<file path="config.mk">
export PLATFORM = sky130hd
export DESIGN_NAME = apc_regs
export DESIGN_NICKNAME = d
export VERILOG_FILES = /design/src/rtl/apc_pkg.sv /design/src/rtl/apc_reg_cell.sv /design/src/rtl/apc_regs.sv
export VERILOG_INCLUDE_DIRS = /design/src /design/src/rtl
export SDC_FILE = /design/constraint.sdc
export NUM_CORES = 1
export LEC_CHECK = 0
export ABC_AREA = 1
export BUFFER_PORTS_ARGS = -buffer_cell sky130_fd_sc_hd__buf_2
export CORE_ASPECT_RATIO = 1.25
export CORE_MARGIN = 2
export CORE_UTILIZATION = 53
export DETAILED_ROUTE_END_ITERATION = 8
export PLACE_DENSITY = 0.9
export REMOVE_ABC_BUFFERS = 1
export SLEW_MARGIN = 5
export SYNTH_ARGS = -nofsm -noshare
export SYNTH_HDL_FRONTEND = slang
export SYNTH_SLANG_ARGS = --single-unit
</file>
<file path="constraint.sdc">
create_clock -name clock_i -period 1.6 [get_ports clock_i]
set_input_delay 0.24 -clock clock_i [delete_from_list [all_inputs] [get_ports clock_i]]
set_output_delay 0.24 -clock clock_i [all_outputs]
set_load 0.02 [all_outputs]
</file>
<file path="src/rtl/apc_map.svh">
/*
 * Address map, field positions and reset values of the audio path
 * control register bank.
 * Assumes inclusion by its bare name from the package and the modules.
 */
`ifndef APC_MAP_SVH
`define APC_MAP_SVH

// ----------------------------------------------------------------------
// Widths
// ----------------------------------------------------------------------
`define APC_ADDR_W     10
`define APC_DATA_W     8
`define APC_IDX_W      4
`define APC_VOL_W      6
`define APC_GAIN5_W    5
`define APC_SEL3_W     3
`define APC_GAIN2_W    2
`define APC_NUM_REGS   9

// ----------------------------------------------------------------------
// Register offsets and indices
// ----------------------------------------------------------------------
`define APC_OFS_LTX    10'h189
`define APC_OFS_RTX    10'h18a
`define APC_OFS_MIC    10'h18b
`define APC_OFS_VADC   10'h18c
`define APC_OFS_SADC   10'h18d
`define APC_OFS_VDAC   10'h18e
`define APC_OFS_ADACL  10'h18f
`define APC_OFS_ADACR  10'h190
`define APC_OFS_OUTMIX 10'h191
`define APC_IDX_LTX    4'h0
`define APC_IDX_RTX    4'h1
`define APC_IDX_MIC    4'h2
`define APC_IDX_VADC   4'h3
`define APC_IDX_SADC   4'h4
`define APC_IDX_VDAC   4'h5
`define APC_IDX_ADACL  4'h6
`define APC_IDX_ADACR  4'h7
`define APC_IDX_OUTMIX 4'h8

// ----------------------------------------------------------------------
// Reset value and writable-bit masks
// ----------------------------------------------------------------------
`define APC_RST_VAL    8'h00
`define APC_MSK_LTX    8'hff
`define APC_MSK_RTX    8'hff
`define APC_MSK_MIC    8'hdf
`define APC_MSK_VADC   8'hff
`define APC_MSK_SADC   8'h7f
`define APC_MSK_DAC    8'hbf
`define APC_MSK_OUTMIX 8'hb7

// ----------------------------------------------------------------------
// Field positions
// ----------------------------------------------------------------------
`define APC_VOL_MSB    5
`define APC_VOL_LSB    0
`define APC_TX_MUTE    6
`define APC_TX_SEL     7
`define APC_MIC2_MSB   1
`define APC_MIC2_LSB   0
`define APC_MIC1_MSB   3
`define APC_MIC1_LSB   2
`define APC_HSDET      4
`define APC_IF2R       6
`define APC_IF2L       7
`define APC_VGAIN_MSB  4
`define APC_VGAIN_LSB  0
`define APC_VCLK_MSB   7
`define APC_VCLK_LSB   5
`define APC_PGA_MSB    2
`define APC_PGA_LSB    0
`define APC_PGA_EN     3
`define APC_SCLK_MSB   6
`define APC_SCLK_LSB   4
`define APC_DAC_MUTE   7
`define APC_EAR_MUTE   0
`define APC_HPR_MUTE   1
`define APC_HPL_MUTE   2
`define APC_MX_AUD     4
`define APC_MX_VOICE   5
`define APC_MX_LINE    7

// ----------------------------------------------------------------------
// Voice ADC gain decode and zero levels
// ----------------------------------------------------------------------
`define APC_VGAIN_OFS  5'sh08
`define APC_VGAIN_MAX  5'h0f
`define APC_VOL_ZERO   6'h00
`define APC_SEL3_ZERO  3'h0

`endif

</file>
<file path="src/rtl/apc_pkg.sv">
/*
 * Types shared by the audio path control register bank.
 * Assumes apc_map.svh is on the include path.
 */
`include "apc_map.svh"

package apc_pkg;
   typedef logic [`APC_ADDR_W-1:0]         apc_addr_t;
   typedef logic [`APC_DATA_W-1:0]         apc_byte_t;
   typedef logic [`APC_IDX_W-1:0]          apc_idx_t;
   typedef logic [`APC_VOL_W-1:0]          apc_vol_t;
   typedef logic [`APC_GAIN5_W-1:0]        apc_gain5_t;
   typedef logic signed [`APC_GAIN5_W-1:0] apc_db_t;
   typedef logic [`APC_SEL3_W-1:0]         apc_sel3_t;
   typedef logic [`APC_GAIN2_W-1:0]        apc_gain2_t;
endpackage

</file>
<file path="src/rtl/apc_reg_cell.sv">
/*
 * One 8-bit control register whose unimplemented bits stay zero.
 * Assumes a write strobe already qualified by the address decode.
 */
`timescale 1ns/10ps
`include "apc_map.svh"

module apc_reg_cell
#(
   parameter apc_pkg::apc_byte_t MASK = `APC_MSK_LTX
)
(
   // Clock and reset
   input  wire logic               clock_i,
   input  wire logic               arst_n_i,
   // Write port
   input  wire logic               we_i,
   input  wire apc_pkg::apc_byte_t wdata_i,
   // Stored value
   output apc_pkg::apc_byte_t      q_o
);
   import apc_pkg::*;

   // Reserved positions never store a one.
   always_ff @(posedge clock_i or negedge arst_n_i)
   begin
      if (!arst_n_i)
      begin
         q_o <= `APC_RST_VAL;
      end
      else if (we_i)
      begin
         q_o <= wdata_i & MASK;
      end
   end

endmodule

</file>
<file path="src/rtl/apc_regs.sv">
/*
 * Audio path control register bank: nine read/write control registers
 * that steer transmit amplifiers, microphone preamplifiers, voice and
 * stereo ADC settings, DAC volumes, output mutes and the left mixer.
 * Assumes the serial register port logic delivers one-cycle read and
 * write strobes with address and data on the same clock.
 */
`timescale 1ns/10ps
`include "apc_map.svh"

module apc_regs
(
   // Clock and reset
   input  wire logic               clock_i,
   input  wire logic               arst_n_i,
   // Register port
   input  wire apc_pkg::apc_addr_t reg_addr_i,
   input  wire logic               reg_wr_i,
   input  wire logic               reg_rd_i,
   input  wire apc_pkg::apc_byte_t reg_wdata_i,
   output apc_pkg::apc_byte_t      reg_rdata_o,
   output logic                    reg_ack_o,
   output logic                    reg_hit_o,
   // Transmit amplifiers
   output apc_pkg::apc_vol_t       left_tx_volume_o,
   output logic                    left_tx_mute_o,
   output logic                    left_tx_input_select_o,
   output apc_pkg::apc_vol_t       left_tx_level_o,
   output apc_pkg::apc_vol_t       right_tx_volume_o,
   output logic                    right_tx_mute_o,
   output logic                    right_tx_input_select_o,
   output apc_pkg::apc_vol_t       right_tx_level_o,
   // Microphones and second interface
   output apc_pkg::apc_gain2_t     second_mic_preamp_gain_o,
   output apc_pkg::apc_gain2_t     first_mic_preamp_gain_o,
   output logic                    headset_detect_enable_o,
   output logic                    second_iface_right_source_o,
   output logic                    second_iface_left_source_o,
   // Voice and stereo ADC
   output apc_pkg::apc_gain5_t     voice_adc_gain_o,
   output apc_pkg::apc_db_t        voice_adc_gain_db_o,
   output logic                    voice_adc_gain_valid_o,
   output apc_pkg::apc_sel3_t      voice_clock_input_select_o,
   output apc_pkg::apc_sel3_t      stereo_adc_pga_step_o,
   output logic                    stereo_adc_pga_enable_o,
   output apc_pkg::apc_sel3_t      stereo_adc_pga_gain_o,
   output apc_pkg::apc_sel3_t      stereo_clock_input_select_o,
   // DAC volumes
   output apc_pkg::apc_vol_t       voice_dac_volume_o,
   output logic                    voice_dac_mute_o,
   output apc_pkg::apc_vol_t       voice_dac_level_o,
   output apc_pkg::apc_vol_t       audio_dac_left_volume_o,
   output logic                    audio_dac_left_mute_o,
   output apc_pkg::apc_vol_t       audio_dac_left_level_o,
   output apc_pkg::apc_vol_t       audio_dac_right_volume_o,
   output logic                    audio_dac_right_mute_o,
   output apc_pkg::apc_vol_t       audio_dac_right_level_o,
   // Output mutes and left mixer
   output logic                    earpiece_mute_o,
   output logic                    headset_right_mute_o,
   output logic                    headset_left_mute_o,
   output logic                    left_mixer_audio_dac_o,
   output logic                    left_mixer_voice_dac_o,
   output logic                    left_mixer_line_in_o
);
   import apc_pkg::*;

   localparam apc_byte_t MASKS [`APC_NUM_REGS] = '{
      `APC_MSK_LTX, `APC_MSK_RTX, `APC_MSK_MIC, `APC_MSK_VADC,
      `APC_MSK_SADC, `APC_MSK_DAC, `APC_MSK_DAC, `APC_MSK_DAC,
      `APC_MSK_OUTMIX};

   apc_byte_t regs [`APC_NUM_REGS];
   apc_idx_t  idx;
   logic      hit;

   // ----------------------------------------------------------------------
   // Address decode
   // ----------------------------------------------------------------------
   always_comb
   begin
      hit = 1'b1;
      idx = `APC_IDX_LTX;
      if (reg_addr_i == `APC_OFS_LTX)
         idx = `APC_IDX_LTX;
      else if (reg_addr_i == `APC_OFS_RTX)
         idx = `APC_IDX_RTX;
      else if (reg_addr_i == `APC_OFS_MIC)
         idx = `APC_IDX_MIC;
      else if (reg_addr_i == `APC_OFS_VADC)
         idx = `APC_IDX_VADC;
      else if (reg_addr_i == `APC_OFS_SADC)
         idx = `APC_IDX_SADC;
      else if (reg_addr_i == `APC_OFS_VDAC)
         idx = `APC_IDX_VDAC;
      else if (reg_addr_i == `APC_OFS_ADACL)
         idx = `APC_IDX_ADACL;
      else if (reg_addr_i == `APC_OFS_ADACR)
         idx = `APC_IDX_ADACR;
      else if (reg_addr_i == `APC_OFS_OUTMIX)
         idx = `APC_IDX_OUTMIX;
      else
         hit = 1'b0;
   end

   assign reg_hit_o = hit;

   // ----------------------------------------------------------------------
   // Register storage
   // ----------------------------------------------------------------------
   for (genvar i = 0; i < `APC_NUM_REGS; i++)
   begin : g_reg
      apc_reg_cell #(
         .MASK (MASKS[i])
      ) u_cell (
         .clock_i  (clock_i),
         .arst_n_i (arst_n_i),
         .we_i     (reg_wr_i && hit && (idx == apc_idx_t'(i))),
         .wdata_i  (reg_wdata_i),
         .q_o      (regs[i])
      );
   end

   // ----------------------------------------------------------------------
   // Read path
   // ----------------------------------------------------------------------
   // Unmapped reads answer zero; a read in the same cycle as a write returns the value from before the write.
   always_ff @(posedge clock_i or negedge arst_n_i)
   begin
      if (!arst_n_i)
      begin
         reg_rdata_o <= `APC_RST_VAL;
      end
      else if (reg_rd_i)
      begin
         reg_rdata_o <= hit ? regs[idx] : `APC_RST_VAL;
      end
   end

   always_ff @(posedge clock_i or negedge arst_n_i)
   begin
      if (!arst_n_i)
      begin
         reg_ack_o <= 1'b0;
      end
      else
      begin
         reg_ack_o <= reg_rd_i || reg_wr_i;
      end
   end

   // ----------------------------------------------------------------------
   // Field outputs
   // ----------------------------------------------------------------------
   assign left_tx_volume_o =
      regs[`APC_IDX_LTX][`APC_VOL_MSB:`APC_VOL_LSB];
   assign left_tx_mute_o          = regs[`APC_IDX_LTX][`APC_TX_MUTE];
   assign left_tx_input_select_o  = regs[`APC_IDX_LTX][`APC_TX_SEL];
   assign right_tx_volume_o =
      regs[`APC_IDX_RTX][`APC_VOL_MSB:`APC_VOL_LSB];
   assign right_tx_mute_o         = regs[`APC_IDX_RTX][`APC_TX_MUTE];
   assign right_tx_input_select_o = regs[`APC_IDX_RTX][`APC_TX_SEL];
   assign second_mic_preamp_gain_o =
      regs[`APC_IDX_MIC][`APC_MIC2_MSB:`APC_MIC2_LSB];
   assign first_mic_preamp_gain_o =
      regs[`APC_IDX_MIC][`APC_MIC1_MSB:`APC_MIC1_LSB];
   assign headset_detect_enable_o = regs[`APC_IDX_MIC][`APC_HSDET];
   assign second_iface_right_source_o = regs[`APC_IDX_MIC][`APC_IF2R];
   assign second_iface_left_source_o  = regs[`APC_IDX_MIC][`APC_IF2L];
   assign voice_adc_gain_o =
      regs[`APC_IDX_VADC][`APC_VGAIN_MSB:`APC_VGAIN_LSB];
   assign voice_clock_input_select_o =
      regs[`APC_IDX_VADC][`APC_VCLK_MSB:`APC_VCLK_LSB];
   assign stereo_adc_pga_step_o =
      regs[`APC_IDX_SADC][`APC_PGA_MSB:`APC_PGA_LSB];
   assign stereo_adc_pga_enable_o = regs[`APC_IDX_SADC][`APC_PGA_EN];
   assign stereo_clock_input_select_o =
      regs[`APC_IDX_SADC][`APC_SCLK_MSB:`APC_SCLK_LSB];
   assign voice_dac_volume_o =
      regs[`APC_IDX_VDAC][`APC_VOL_MSB:`APC_VOL_LSB];
   assign voice_dac_mute_o = regs[`APC_IDX_VDAC][`APC_DAC_MUTE];
   assign audio_dac_left_volume_o =
      regs[`APC_IDX_ADACL][`APC_VOL_MSB:`APC_VOL_LSB];
   assign audio_dac_left_mute_o = regs[`APC_IDX_ADACL][`APC_DAC_MUTE];
   assign audio_dac_right_volume_o =
      regs[`APC_IDX_ADACR][`APC_VOL_MSB:`APC_VOL_LSB];
   assign audio_dac_right_mute_o =
      regs[`APC_IDX_ADACR][`APC_DAC_MUTE];
   assign earpiece_mute_o      = regs[`APC_IDX_OUTMIX][`APC_EAR_MUTE];
   assign headset_right_mute_o = regs[`APC_IDX_OUTMIX][`APC_HPR_MUTE];
   assign headset_left_mute_o  = regs[`APC_IDX_OUTMIX][`APC_HPL_MUTE];
   assign left_mixer_audio_dac_o = regs[`APC_IDX_OUTMIX][`APC_MX_AUD];
   assign left_mixer_voice_dac_o = regs[`APC_IDX_OUTMIX][`APC_MX_VOICE];
   assign left_mixer_line_in_o   = regs[`APC_IDX_OUTMIX][`APC_MX_LINE];

   // ----------------------------------------------------------------------
   // Effective path levels
   // ----------------------------------------------------------------------
   // A muted path presents zero level to the analog stage.
   always_ff @(posedge clock_i or negedge arst_n_i)
   begin
      if (!arst_n_i)
      begin
         left_tx_level_o         <= `APC_VOL_ZERO;
         right_tx_level_o        <= `APC_VOL_ZERO;
         voice_dac_level_o       <= `APC_VOL_ZERO;
         audio_dac_left_level_o  <= `APC_VOL_ZERO;
         audio_dac_right_level_o <= `APC_VOL_ZERO;
      end
      else
      begin
         left_tx_level_o <= left_tx_mute_o ?
            `APC_VOL_ZERO : left_tx_volume_o;
         right_tx_level_o <= right_tx_mute_o ?
            `APC_VOL_ZERO : right_tx_volume_o;
         voice_dac_level_o <= voice_dac_mute_o ?
            `APC_VOL_ZERO : voice_dac_volume_o;
         audio_dac_left_level_o <= audio_dac_left_mute_o ?
            `APC_VOL_ZERO : audio_dac_left_volume_o;
         audio_dac_right_level_o <= audio_dac_right_mute_o ?
            `APC_VOL_ZERO : audio_dac_right_volume_o;
      end
   end

   // ----------------------------------------------------------------------
   // Voice ADC gain and stereo gain stage
   // ----------------------------------------------------------------------
   // Reserved gain codes hold the decoded gain at zero and flag invalid.
   always_ff @(posedge clock_i or negedge arst_n_i)
   begin
      if (!arst_n_i)
      begin
         voice_adc_gain_db_o    <= -`APC_VGAIN_OFS;
         voice_adc_gain_valid_o <= 1'b1;
      end
      else if (voice_adc_gain_o <= `APC_VGAIN_MAX)
      begin
         voice_adc_gain_db_o <=
            apc_db_t'(voice_adc_gain_o) - `APC_VGAIN_OFS;
         voice_adc_gain_valid_o <= 1'b1;
      end
      else
      begin
         voice_adc_gain_db_o    <= '0;
         voice_adc_gain_valid_o <= 1'b0;
      end
   end

   always_ff @(posedge clock_i or negedge arst_n_i)
   begin
      if (!arst_n_i)
      begin
         stereo_adc_pga_gain_o <= `APC_SEL3_ZERO;
      end
      else
      begin
         stereo_adc_pga_gain_o <= stereo_adc_pga_enable_o ?
            stereo_adc_pga_step_o : `APC_SEL3_ZERO;
      end
   end
endmodule

</file>
==> impl_metrics.tcl <==
set metrics [dict create \
    viasPerCell 5.52 \
    io_pins 136 \
    tritoncts "yes" \
    htree_levels 4 \
    yosysTopAreaCell "dfrtp_1" \
    peakVddDrop_v 0.000781 \
    power.internal_uw 5290 \
    critPathKind "input pin to register" \
    pwr-share-seq_pct 42.9 \
    r2r_end "voice_adc_gain_db_o[1]" \
    numCtsBuffers 17 \
    overflow 0 \
    rr_worst_depth 6 \
    track_usage_pct 30.7 \
    synth_compound_area_share_pct 8.64 \
    max_freq_ghz 0.610 \
    final_nets 822 \
    endpoint_kind "register" \
    fin_worst_skew_ns 0.00656 \
    min_from "reg_wdata_i[0]" \
    hpwl_microns 10400 \
    drtIter0Drc 781 \
    std_cell_rows 40 \
    yosys_warnings 0 \
    arrival_ns 1.94 \
    grt_antenna_before_repair 0 \
    clkSinkCount 113 \
    rsz0062_at_grt "true" \
    die-height_microns 114 \
    p_leak_uw 0.00394 \
    ant_nets 0 \
    initial_core_util_pct 53.7 \
    power_density_nw_per_um2 988 \
    dr.pass1.iters 6 \
    synth_area_leaders "dfrtp_1, nand2_1, o21ai_1" \
    seq_area_frac_synth_pct 55.4 \
    critPathSlowestCell "nand2_1" \
    finalSetupViolCount 2 \
    slew_headroom_pct 66.4 \
    synthMuxAreaShare_pct 0 \
    synthCells 627 \
    ys_types 25 \
    critPathRequiredTime_ns 1.90 \
    synth_top_area_share_pct 53.9 \
    grt_pass1_vias 4915 \
    hold_viol_final 0 \
    port_buffers 135 \
    antenna_cells 0 \
    area.growth.synth_to_final_pct 35.1 \
    cts_root_buf "clkbuf_16" \
    worstSetupStartpointType "input pin" \
    synth_edf_count 0 \
    grt_first_pass_wirelength_microns 24400 \
    switchingPower_uw 1530 \
    crit_chain "buf_4, inv_1, nand2_2, nor2_2, buf_4, nand2_2, nor2_1, nor2_2, nand2_4, nor2_4, nand2_4, buf_4, nand2_1, nor2_1, nand3_1, nand2_1" \
    period_share_pct 102 \
    tightest_slew_ns 0.501 \
    design.core.area_sq_um 9510 \
    worst_path_largest_cell_delay_ns 0.22 \
    grt_max_degree 45 \
    die_w_microns 91.8 \
    ff2ff_setup_slack_ns 0.35 \
    place.gp.congestion 0.893 \
    path_delay_family "simple AND/OR/NAND/NOR gates" \
    finalCriticalPeriod_ns 1.64 \
    crit_fanout 7 \
    total_power_uw 6820 \
    holdPathEnd "g_reg[3].u_cell.q_o[0]" \
    power_frac_clock_pct 51.2 \
    async_flop_share_pct 100 \
    die-area_sq_um 10400 \
    synth_most_common_cell "nand2_1" \
    violations "setup timing" \
    synthXorXnorAreaFrac_pct 0 \
    layout-drive-gt1-share_pct 30.1 \
    hold_path_class "input pin to register" \
    post-route-drc-count 0 \
    cts.path.max_buffers 2 \
    cp_common_cell "buf_4" \
    status "finished, violations left" \
    cp_num_buf_inv 4 \
    yosys.area_share.simple_pct 26.9 \
    netlist_area_sq_um 5110 \
    maxCapViolCount 0 \
    ys_ff_latch 113 \
    synth_flop_cell "dfrtp_1" \
    wl_microns 16200 \
    r2r-start "g_reg[3].u_cell.q_o[3]" \
    sw_frac_of_total_pct 22.5 \
    whs_ns 0.0741 \
    clkTransAtPathRegs_ns 0.05 \
    layout_setup_ws_ns -0.0400 \
    slew_violations 0 \
    syn_area_per_cell_sq_um 8.15 \
    holdPathStages 3 \
    wl_per_cell_microns 17.3 \
    clock_latency_ns 0.41 \
    synth_top_family_by_area "simple AND/OR/NAND/NOR gates" \
    netlist_top_cells_count "nand2_1, dfrtp_1, inv_1" \
    synth_adder_area_share_pct 0.245 \
    vias 5174 \
    combPwrFrac_pct 5.9 \
]
## through the flow
step | utilization [%] | setup WS [ns] | instance area [sq um] | cells | setup TNS [ns]
detailed placement | 64.7 | -0.471 | 6150 | 900 | -21.49
floorplan | - | -0.476 | 4970 | 605 | -15.75
global route | 72.6 | -0.0941 | 6900 | 937 | -0.726
global placement | 64.7 | -0.387 | 6150 | 900 | -18.49
CTS | 71.0 | 0.0103 | 6750 | 933 | 0
finish | 72.6 | -0.0400 | 6900 | 937 | -0.0621
## cells in the final DEF, fill, tap and decap left out
master and n:
nand2_1 195, buf_2 131, dfrtp_1 110, inv_1 77, o21ai_1 68, nor2_1 66, buf_4 31, nand3_1 21
o21ai_0 18, clkbuf_16 18, nor2_4 9, buf_12 8, nand2_2 7, nor2_2 6, clkinv_2 5, inv_2 4
nand4_1 4, nand2_4 4, clkbuf_1 4, clkbuf_8 4, nand3_4 3, buf_6 3, dfstp_2 3, nand3_2 2
nor2_8 2, nor3_4 1, o21ai_4 1, clkinv_1 1, a31oi_1 1, or2_2 1, ha_1 1, bufinv_16 1
dlygate4sd3_1 1
## worst max path at each step
stage                             end     startpoint  cells after the start  slack (ns)
6_report               reg_rdata_o[0]  reg_addr_i[9]                     16       -0.04
5_1_grt                     reg_hit_o  reg_addr_i[9]                     12       -0.09
4_1_cts                     reg_hit_o  reg_addr_i[0]                     11        0.01
3_5_place_dp           reg_rdata_o[4]  reg_addr_i[6]                     14       -0.47
3_3_place_gp           reg_rdata_o[4]  reg_addr_i[6]                     14       -0.39
2_1_floorplan  g_reg[4].u_cell.q_o[0]  reg_addr_i[6]                      9       -0.48
## cell families (layout without fill, tap and decap cells)
| group | after synthesis | in the layout |
|---|---|---|
| AND/OR/NAND/NOR | 321 | 321 |
| AO/OA/AOI/OAI | 88 | 88 |
| flip-flops | 113 | 113 |
| buffers and inverters | 104 | 288 |
| adder cells (fa/ha/maj) | 1 | 1 |
## power groups by stage
stage / clock, uW / combinational, uW / sequential (uW)
5_1_grt: 3660 / 441 / 2930
6_report: 3490 / 403 / 2930
4_1_cts: 3510 / 388 / 2930
3_5_place_dp: 0 / 374 / 2970
3_3_place_gp: 0 / 365 / 2970
2_1_floorplan: 0 / 114 / 3010
## tightest hold or removal path: cells and delay by family
family	cells	cell delay [ns]
AND/OR/NAND/NOR	1	0.05
buffers and inverters	1	0.10
AO/OA/AOI/OAI	1	0.06
## metal layers
| metal | up-vias | part of all wire, % | global-route usage [%] |
|---|---|---|---|
| li1 | 2286 | - | - |
| met4 | 0 | 6.0 | 18.5 |
| met1 | 2391 | 34 | 34.9 |
| met2 | 401 | 49 | 51.3 |
| met5 | - | 0 | 0 |
| met3 | 96 | 10 | 9.11 |
## sequential cells by signal (all words and copies together) (netlist names), 3 cells and up
signal and count:
g.u_cell.q_o 65, voice_adc_gain_db_o 5, right_tx_level_o 6, stereo_adc_pga_gain_o 3, left_tx_level_o 6, audio_dac_left_level_o 6, reg_rdata_o 8, audio_dac_right_level_o 6
voice_dac_level_o 6
## timing repair
item	CTS	global route
setup endpoints to repair	9	62
cloned	0	1
endpoints found under the hold margin	23	0
hold buffers	1	0
setup buffers	1	4
resized for setup	11	22
pin swaps	1	7
## layout make-up
cell class	instances	area (sq um)
fill	644	2610
inverter	82	308
sequential	113	2830
clock buffer	25	495
clock inverter	6	55.1
tap	126	158
multi-input combinational	410	1940
timing repair buffer	175	1120
Power figures use the tool's default switching activity.
